===== src/rtl/slwk_pkg.sv =====
// Package of constants for the sleep wake-up logic
`default_nettype none
package slwk_pkg;
    localparam int          PC_W            = 21;
    localparam int          SP_W            = 5;
    localparam int          INT_W           = 8;
    // Control register offsets
    localparam logic [3:0]  ADDR_WDOG_CTRL  = 4'h0;
    localparam logic [3:0]  ADDR_INT_CTRL   = 4'h1;
    localparam logic [3:0]  ADDR_PER_REQ    = 4'h2;
    localparam logic [3:0]  ADDR_STACK_TOP  = 4'h3;
    localparam logic [3:0]  ADDR_STACK_PTR  = 4'h4;
    localparam logic [3:0]  ADDR_PC         = 4'h5;
    localparam logic [3:0]  ADDR_STATUS     = 4'h6;
    // Watchdog control register fields
    localparam int          BIT_SINK        = 0;
    localparam int          BIT_MOD_EN      = 1;
    localparam int          BIT_WAKE_LVL    = 5;
    // Interrupt control fields
    localparam int          BIT_GIE_LOW     = 6;
    localparam int          BIT_GIE_HIGH    = 7;
    // Vectors, reset values and PC step
    localparam logic [20:0] VEC_HIGH        = 21'h00_0008;
    localparam logic [20:0] VEC_LOW         = 21'h00_0018;
    localparam logic [7:0]  WDOG_RST        = 8'h00;
    localparam logic [7:0]  INT_RST         = 8'h00;
    localparam logic [20:0] PC_RST          = 21'h00_0000;
    localparam logic [4:0]  SP_RST          = 5'h00;
    localparam logic [20:0] PC_STEP         = 21'h00_0002;
    typedef enum logic [1:0] {ST_RUN, ST_SLEEP} slwk_state_e;
endpackage
`default_nettype wire


===== src/rtl/slwk_sleep_wake.sv =====
// Sleep wake-up logic: low-power pin wake and interrupt wake paths
// Functional notes
// - Armed wake module raises wake on slow pin fall, no extra current.
// - Enable and sink bits both set start discharge; device sinks the pin.
// - Pin below threshold during sleep wakes core at next instruction.
// - Wake by this module sets wake-level flag, control bit 5.
// - Interrupt wake with a global enable pushes PC + 2 into stack top.
// - Same case advances the stack pointer to the next location.
// - Same case loads PC with the high or low interrupt vector.
// - Interrupt wake leaves the causing source request flag set.
`default_nettype none
module slwk_sleep_wake
(
    input  wire logic        sys_clk,
    input  wire logic        rst,
    input  wire logic [3:0]  reg_addr,
    input  wire logic [7:0]  reg_wdata,
    input  wire logic        reg_wr,
    input  wire logic        reg_rd,
    output logic      [7:0]  reg_rdata,
    input  wire logic        sleep_cmd,
    input  wire logic        pin_below_thresh,
    input  wire logic [7:0]  int_req,
    input  wire logic        int_high_prio,
    output logic             pin_sink_oe,
    output logic             pin_sink_out,
    output logic             sleeping,
    output logic             wake_pulse,
    output logic [20:0]      prog_counter
);
    ////////////////////////////////////////////////////////////////////
    slwk_pkg::slwk_state_e   state_r, state_nxt;
    logic [7:0]              wdog_r, wdog_nxt;
    logic [7:0]              intc_r, intc_nxt;
    logic [7:0]              preq_r, preq_nxt;
    logic [20:0]             tos_r, tos_nxt;
    logic [4:0]              sp_r, sp_nxt;
    logic [20:0]             pc_r, pc_nxt;
    logic [7:0]              rdata_r, rdata_nxt;
    logic                    wake_r, wake_nxt;
    logic                    armed;
    logic                    pin_wake;
    logic                    int_wake;
    logic                    gie_any;

    function automatic logic sel(input logic [3:0] a, input logic [3:0] b);
        return a == b;
    endfunction

    assign armed    = wdog_r[slwk_pkg::BIT_MOD_EN] &
                      wdog_r[slwk_pkg::BIT_SINK];
    // Comparator only counts while armed, so no idle current
    assign pin_wake = armed & pin_below_thresh;
    assign int_wake = |int_req;
    assign gie_any  = intc_r[slwk_pkg::BIT_GIE_LOW] |
                      intc_r[slwk_pkg::BIT_GIE_HIGH];
    assign pin_sink_oe  = armed;
    assign pin_sink_out = 1'b0;
    assign sleeping     = (state_r == slwk_pkg::ST_SLEEP);
    assign wake_pulse   = wake_r;
    assign prog_counter = pc_r;
    assign reg_rdata    = rdata_r;

    ////////////////////////////////////////////////////////////////////
    always_comb
    begin
        state_nxt = state_r;
        wdog_nxt  = wdog_r;
        intc_nxt  = intc_r;
        preq_nxt  = preq_r | int_req;
        tos_nxt   = tos_r;
        sp_nxt    = sp_r;
        pc_nxt    = pc_r;
        wake_nxt  = 1'b0;
        rdata_nxt = 8'h00;
        if (reg_wr)
        begin
            if (sel(reg_addr, slwk_pkg::ADDR_WDOG_CTRL))
                wdog_nxt = reg_wdata;
            if (sel(reg_addr, slwk_pkg::ADDR_INT_CTRL))
                intc_nxt = reg_wdata;
            if (sel(reg_addr, slwk_pkg::ADDR_PER_REQ))
                preq_nxt = reg_wdata | int_req;
        end
        unique case (state_r)
            slwk_pkg::ST_RUN:
            begin
                if (sleep_cmd)
                    state_nxt = slwk_pkg::ST_SLEEP;
            end
            slwk_pkg::ST_SLEEP:
            begin
                if (pin_wake)
                begin
                    state_nxt = slwk_pkg::ST_RUN;
                    wake_nxt  = 1'b1;
                    pc_nxt    = pc_r + slwk_pkg::PC_STEP;
                    // Set wins over a same-cycle software clear
                    wdog_nxt[slwk_pkg::BIT_WAKE_LVL] = 1'b1;
                end
                else if (int_wake)
                begin
                    state_nxt = slwk_pkg::ST_RUN;
                    wake_nxt  = 1'b1;
                    if (gie_any)
                    begin
                        tos_nxt = pc_r + slwk_pkg::PC_STEP;
                        sp_nxt  = sp_r + 5'h01;
                        pc_nxt  = int_high_prio ? slwk_pkg::VEC_HIGH
                                                : slwk_pkg::VEC_LOW;
                    end
                    else
                        pc_nxt = pc_r + slwk_pkg::PC_STEP;
                end
            end
        endcase
        if (reg_rd)
        begin
            if (sel(reg_addr, slwk_pkg::ADDR_WDOG_CTRL))
                rdata_nxt = wdog_r;
            else if (sel(reg_addr, slwk_pkg::ADDR_INT_CTRL))
                rdata_nxt = intc_r;
            else if (sel(reg_addr, slwk_pkg::ADDR_PER_REQ))
                rdata_nxt = preq_r;
            else if (sel(reg_addr, slwk_pkg::ADDR_STACK_TOP))
                rdata_nxt = tos_r[7:0];
            else if (sel(reg_addr, slwk_pkg::ADDR_STACK_PTR))
                rdata_nxt = {3'b000, sp_r};
            else if (sel(reg_addr, slwk_pkg::ADDR_PC))
                rdata_nxt = pc_r[7:0];
            else if (sel(reg_addr, slwk_pkg::ADDR_STATUS))
                rdata_nxt = {7'h00, sleeping};
        end
    end

    always_ff @(posedge sys_clk)
    begin
        if (rst)
        begin
            state_r <= slwk_pkg::ST_RUN;
            wdog_r  <= slwk_pkg::WDOG_RST;
            intc_r  <= slwk_pkg::INT_RST;
            preq_r  <= slwk_pkg::INT_RST;
            tos_r   <= slwk_pkg::PC_RST;
            sp_r    <= slwk_pkg::SP_RST;
            pc_r    <= slwk_pkg::PC_RST;
            wake_r  <= 1'b0;
            rdata_r <= 8'h00;
        end
        else
        begin
            state_r <= state_nxt;
            wdog_r  <= wdog_nxt;
            intc_r  <= intc_nxt;
            preq_r  <= preq_nxt;
            tos_r   <= tos_nxt;
            sp_r    <= sp_nxt;
            pc_r    <= pc_nxt;
            wake_r  <= wake_nxt;
            rdata_r <= rdata_nxt;
        end
    end

    ////////////////////////////////////////////////////////////////////
    // Sinking only while armed keeps the idle pin current-free
    AST_SINK_WHEN_ARMED: assert property (
        @(posedge sys_clk) disable iff (rst)
        armed |-> pin_sink_oe && !pin_sink_out)
        else $error("Pin not sunk while armed");
    AST_SINK_IDLE: assert property (
        @(posedge sys_clk) disable iff (rst)
        !armed |-> !pin_sink_oe)
        else $error("Pin sunk while not armed");
    AST_PIN_WAKE: assert property (
        @(posedge sys_clk) disable iff (rst)
        sleeping && pin_wake |=> !sleeping && wake_pulse)
        else $error("Pin fall did not wake");
    AST_PIN_WAKE_PC: assert property (
        @(posedge sys_clk) disable iff (rst)
        sleeping && pin_wake
        |=> pc_r == $past(pc_r) + slwk_pkg::PC_STEP)
        else $error("PC not at next instruction");
    AST_WAKE_ONE_CYCLE: assert property (
        @(posedge sys_clk) disable iff (rst)
        wake_pulse |=> !wake_pulse)
        else $error("Wake pulse longer than one cycle");
    AST_LVL_SET: assert property (
        @(posedge sys_clk) disable iff (rst)
        sleeping && pin_wake |=> wdog_r[slwk_pkg::BIT_WAKE_LVL])
        else $error("Wake level flag not set");
    // Only a software write or reset may drop the flag
    AST_LVL_HOLD: assert property (
        @(posedge sys_clk) disable iff (rst)
        wdog_r[slwk_pkg::BIT_WAKE_LVL]
        && !(reg_wr && reg_addr == slwk_pkg::ADDR_WDOG_CTRL)
        |=> wdog_r[slwk_pkg::BIT_WAKE_LVL])
        else $error("Wake level flag lost");
    AST_NO_ARM_NO_WAKE: assert property (
        @(posedge sys_clk) disable iff (rst)
        sleeping && !armed && !int_wake |=> sleeping)
        else $error("Woke with nothing armed");
    AST_STAY_AWAKE: assert property (
        @(posedge sys_clk) disable iff (rst)
        !sleeping && !sleep_cmd |=> !sleeping)
        else $error("Slept without a sleep command");
    // Pushed address is the instruction after the sleep
    AST_INT_PUSH: assert property (
        @(posedge sys_clk) disable iff (rst)
        sleeping && !pin_wake && int_wake && gie_any
        |=> tos_r == $past(pc_r) + slwk_pkg::PC_STEP)
        else $error("Stack top not updated");
    AST_INT_SP: assert property (
        @(posedge sys_clk) disable iff (rst)
        sleeping && !pin_wake && int_wake && gie_any
        |=> sp_r == $past(sp_r) + 5'h01)
        else $error("Stack pointer not advanced");
    AST_INT_VEC: assert property (
        @(posedge sys_clk) disable iff (rst)
        sleeping && !pin_wake && int_wake && gie_any
        |=> pc_r == ($past(int_high_prio) ? slwk_pkg::VEC_HIGH
                                          : slwk_pkg::VEC_LOW))
        else $error("PC not at vector");
    AST_NOGIE_PC: assert property (
        @(posedge sys_clk) disable iff (rst)
        sleeping && !pin_wake && int_wake && !gie_any
        |=> pc_r == $past(pc_r) + slwk_pkg::PC_STEP
            && sp_r == $past(sp_r))
        else $error("Vectored without a global enable");
    AST_REQ_KEPT: assert property (
        @(posedge sys_clk) disable iff (rst)
        sleeping && int_wake
        |=> (preq_r & $past(int_req)) == $past(int_req))
        else $error("Request flag not kept");
    COV_PIN_WAKE: cover property (@(posedge sys_clk) disable iff (rst)
        sleeping && pin_wake);
    COV_INT_VEC: cover property (@(posedge sys_clk) disable iff (rst)
        sleeping && !pin_wake && int_wake && gie_any);
    COV_INT_NOGIE: cover property (@(posedge sys_clk) disable iff (rst)
        sleeping && !pin_wake && int_wake && !gie_any);
    COV_LVL_CLEAR: cover property (@(posedge sys_clk) disable iff (rst)
        wdog_r[slwk_pkg::BIT_WAKE_LVL] && reg_wr
        && reg_addr == slwk_pkg::ADDR_WDOG_CTRL
        && !reg_wdata[slwk_pkg::BIT_WAKE_LVL]);
endmodule
`default_nettype wire


===== config.mk =====
export PLATFORM = sky130hd
export DESIGN_NAME = slwk_sleep_wake
export DESIGN_NICKNAME = d
export VERILOG_FILES = /design/src/rtl/slwk_pkg.sv /design/src/rtl/slwk_sleep_wake.sv
export SDC_FILE = /design/constraint.sdc
export NUM_CORES = 1
export LEC_CHECK = 0
export ABC_AREA = 1
export BUFFER_PORTS_ARGS = -buffer_cell sky130_fd_sc_hd__buf_2
export CAP_MARGIN = 20
export CORE_MARGIN = 2
export CORE_UTILIZATION = 45
export CTS_CLUSTER_DIAMETER = 80
export DETAILED_ROUTE_END_ITERATION = 7
export GPL_ROUTABILITY_DRIVEN = 0
export PLACE_DENSITY = 0.67
export RECOVER_POWER = 25
export SYNTH_ARGS = -nofsm -noshare
export SYNTH_HDL_FRONTEND = slang
export SYNTH_SLANG_ARGS = --single-unit

===== constraint.sdc =====
create_clock -name sys_clk -period 3 [get_ports sys_clk]
set_input_delay 0.9 -clock sys_clk [delete_from_list [all_inputs] [get_ports sys_clk]]
set_output_delay 0.9 -clock sys_clk [all_outputs]
set_load 0.02 [all_outputs]

==> impl_metrics.tcl <==
set metrics [dict create \
    h-tree-depth 3 \
    final_nets 555 \
    clk_latency_ns 0.35 \
    die-area_mm2 0.007902 \
    post_cts_buffers 0 \
    power_leakage_nw 1.656 \
    path_cells "clkbuf_1 -> nor2_1 -> inv_1 -> nor2_1 -> clkbuf_1 -> inv_1 -> o21ai_0 -> a41oi_1" \
    dr.pass1.iters 5 \
    syn_area_mm2 0.003243 \
    top_layer_used "met4" \
    crit_type "input port to register" \
    relSlewSlack_pct 64.56 \
    start_util_pct 47.21 \
    ys_types 40 \
    finalHoldViolCount 0 \
    routedWlPerCell_um 13.02 \
    synth_top_area_share_pct 40.74 \
    yosysMostFrequentCell "nand2_1" \
    final_layout_size_suffix_gt1_share_pct 16.38 \
    cts_root_buffer "clkbuf_8" \
    die_x_um 88.90 \
    grt_pass1_wl_um 13560 \
    place_area_mm2 0.003613 \
    setup_viol 0 \
    grt_antenna_before_repair 0 \
    grt_usage_pct 22.24 \
    clockBufferDepth 2 \
    max_stage_delay_ns 0.41 \
    ctsHoldBuffers 0 \
    worst_path_dominant_cell_family "simple AND/OR/NAND/NOR gates" \
    num_antenna_cells 0 \
    dp_hpwl_um 6120 \
    cts_sinks 66 \
    cp_data_arrival_time_ns 2.60 \
    drc 0 \
    end_kind "register" \
    dp.cells 611 \
    path_buf_inv 4 \
    wl_met3_um 535 \
    die_h_um 88.90 \
    synth_common_cells "94 x nand2_1, 66 x dfxtp_1, 63 x inv_1" \
    fp-row-count 30 \
    synth_ff_type "dfxtp_1" \
    clkTransAtPathRegs_ns 0.07 \
    post_cts_resized 0 \
    antenna_left 0 \
    yosysSeqAreaShare_pct 40.74 \
    overflow 0 \
    crit_path_max_fanout 8 \
    wl_um 8165 \
    max_freq_mhz 418.1 \
    cap_violations 0 \
    ys_async_sr_fraction_pct 0 \
    holdWs_ns 0.4601 \
    grt_start_max_net_pins 22 \
    synth_top_area_cell "dfxtp_1" \
    area_growth_pct 17.05 \
    coreArea_mm2 0.006869 \
    drt-met1-wl_um 3659 \
    hold_class "register to register" \
    fin_crit_ns 2.392 \
    grt_pass1_vias 2956 \
    cts_tree "done" \
    wl_met2_um 3852 \
    yosysWarnings 0 \
    synthTopCellsByArea "dfxtp_1 41%, nand2_1 11%, inv_1 7.3%, a21oi_1 7.3%, o21ai_0 5.7%" \
    p_total_w 0.001926 \
    rsz0062_at_grt "false" \
    worstMarginPinSlew_ns 0.5296 \
    design.portCount 60 \
    vias 3197 \
    final_cells 627 \
    finalSetupTns_ns 0 \
    synth_edf_count 0 \
    viasPerCell 5.099 \
    ys_ff_latch 66 \
    status "completed" \
    start_kind "input port" \
    cpMaxStageDelayCell "nor2_1" \
    worstPathRequired_ns 3.21 \
    finalCritPeriodShare_pct 79.73 \
    maxSlewViolCount 0 \
    fin_area_mm2 0.003796 \
    cts_buffers 9 \
    drt_first_iter_violations 186 \
    vdd_drop_max_v 0.0002369 \
    powerDensity_mw_per_mm2 507.3 \
    syn_avg_cell_area_um2 6.959 \
    clock_skew_ns 0.01380 \
    io_buffers 57 \
    syn_inst 466 \
]
[layer usage]
layer	vias to the layer above	global-route usage (%)
li1	1622	-
met1	1458	28.17
met2	105	35.96
met3	12	7.018
met4	0	7.576
met5	-	0
[through the flow]
step | util [%] | setup WS (ns)
3_3_place_gp | 52.60 | 0.7563
4_1_cts | 56.07 | 0.9196
5_1_grt | 55.26 | 0.4424
2_1_floorplan | - | 1.129
3_5_place_dp | 52.60 | 0.7105
6_report | 55.26 | 0.6081
[state kept, by name, indices dropped and copies added, names as in the netlist]
register and count:
prog_counter 20, wake_pulse 1, preq_r 8, tos_r 7, wdog_r 8, sp_r 5, intc_r 8, state_r 1
reg_rdata 8
[area by class of cell]
type	count	area, um2
tap	96	120.1
multi-input combinational	316	1543
inverter	71	269.0
fill	705	3073
timing repair buffer	62	305.3
clock buffer	12	165.2
sequential	66	1321
clock inverter	4	72.57
[power breakdown]
part	total, W	leakage (nW)	switching (W)	internal (W)
clock network	0.000877	0.119	0.000343	0.000535
registers	0.000910	0.536	0.0000154	0.000894
logic	0.000138	1.00	0.0000951	0.0000433
[final timing paths]
path	from	to	slack, ns	cells after the start
max	reg_addr[2]	reg_rdata[2]	0.61	8
min	wdog_r[6]	wdog_r[6]	0.46	2
max reg2reg	wdog_r[1]	sp_r[2]	1.17	9
min reg2reg	wdog_r[6]	wdog_r[6]	0.46	2
[layout by cell type (no fill, tap or decap), drive strengths merged, types with 2 or more instances in the layout]
cell	netlist	layout
o21ai	37	37
clkbuf	6	24
ha	2	2
o22ai	3	3
o211ai	3	3
nand2	101	101
clkinv	4	5
nor3	3	3
buf	8	50
a21oi	49	49
xor2	6	6
bufinv	0	2
conb	1	2
a31oi	3	3
inv	67	67
nor2	56	56
nand3	35	35
nand4	4	4
dfxtp	66	66
o221ai	3	3
[logic make-up after synthesis]
logic type | after synthesis | synth area share (%)
other | 1 | 0.1156
adders and majority gates | 2 | 0.7715
AOI/OAI and AO/OA | 103 | 17.59
DFF | 66 | 40.74
and+or+nand+nor | 203 | 28.51
buffers and inverters | 85 | 10.65
xor gates and xnor gates | 6 | 1.620
[worst register-to-register path, delay by kind of cell, from the launching register on]
family	cells	cell delay, ns
AO/OA/AOI/OAI	1	0.04
buffers and inverters	1	0.06
flip-flops	1	0.35
AND/OR/NAND/NOR	7	1.27
Note: power is estimated with default switching activity, not from simulation.
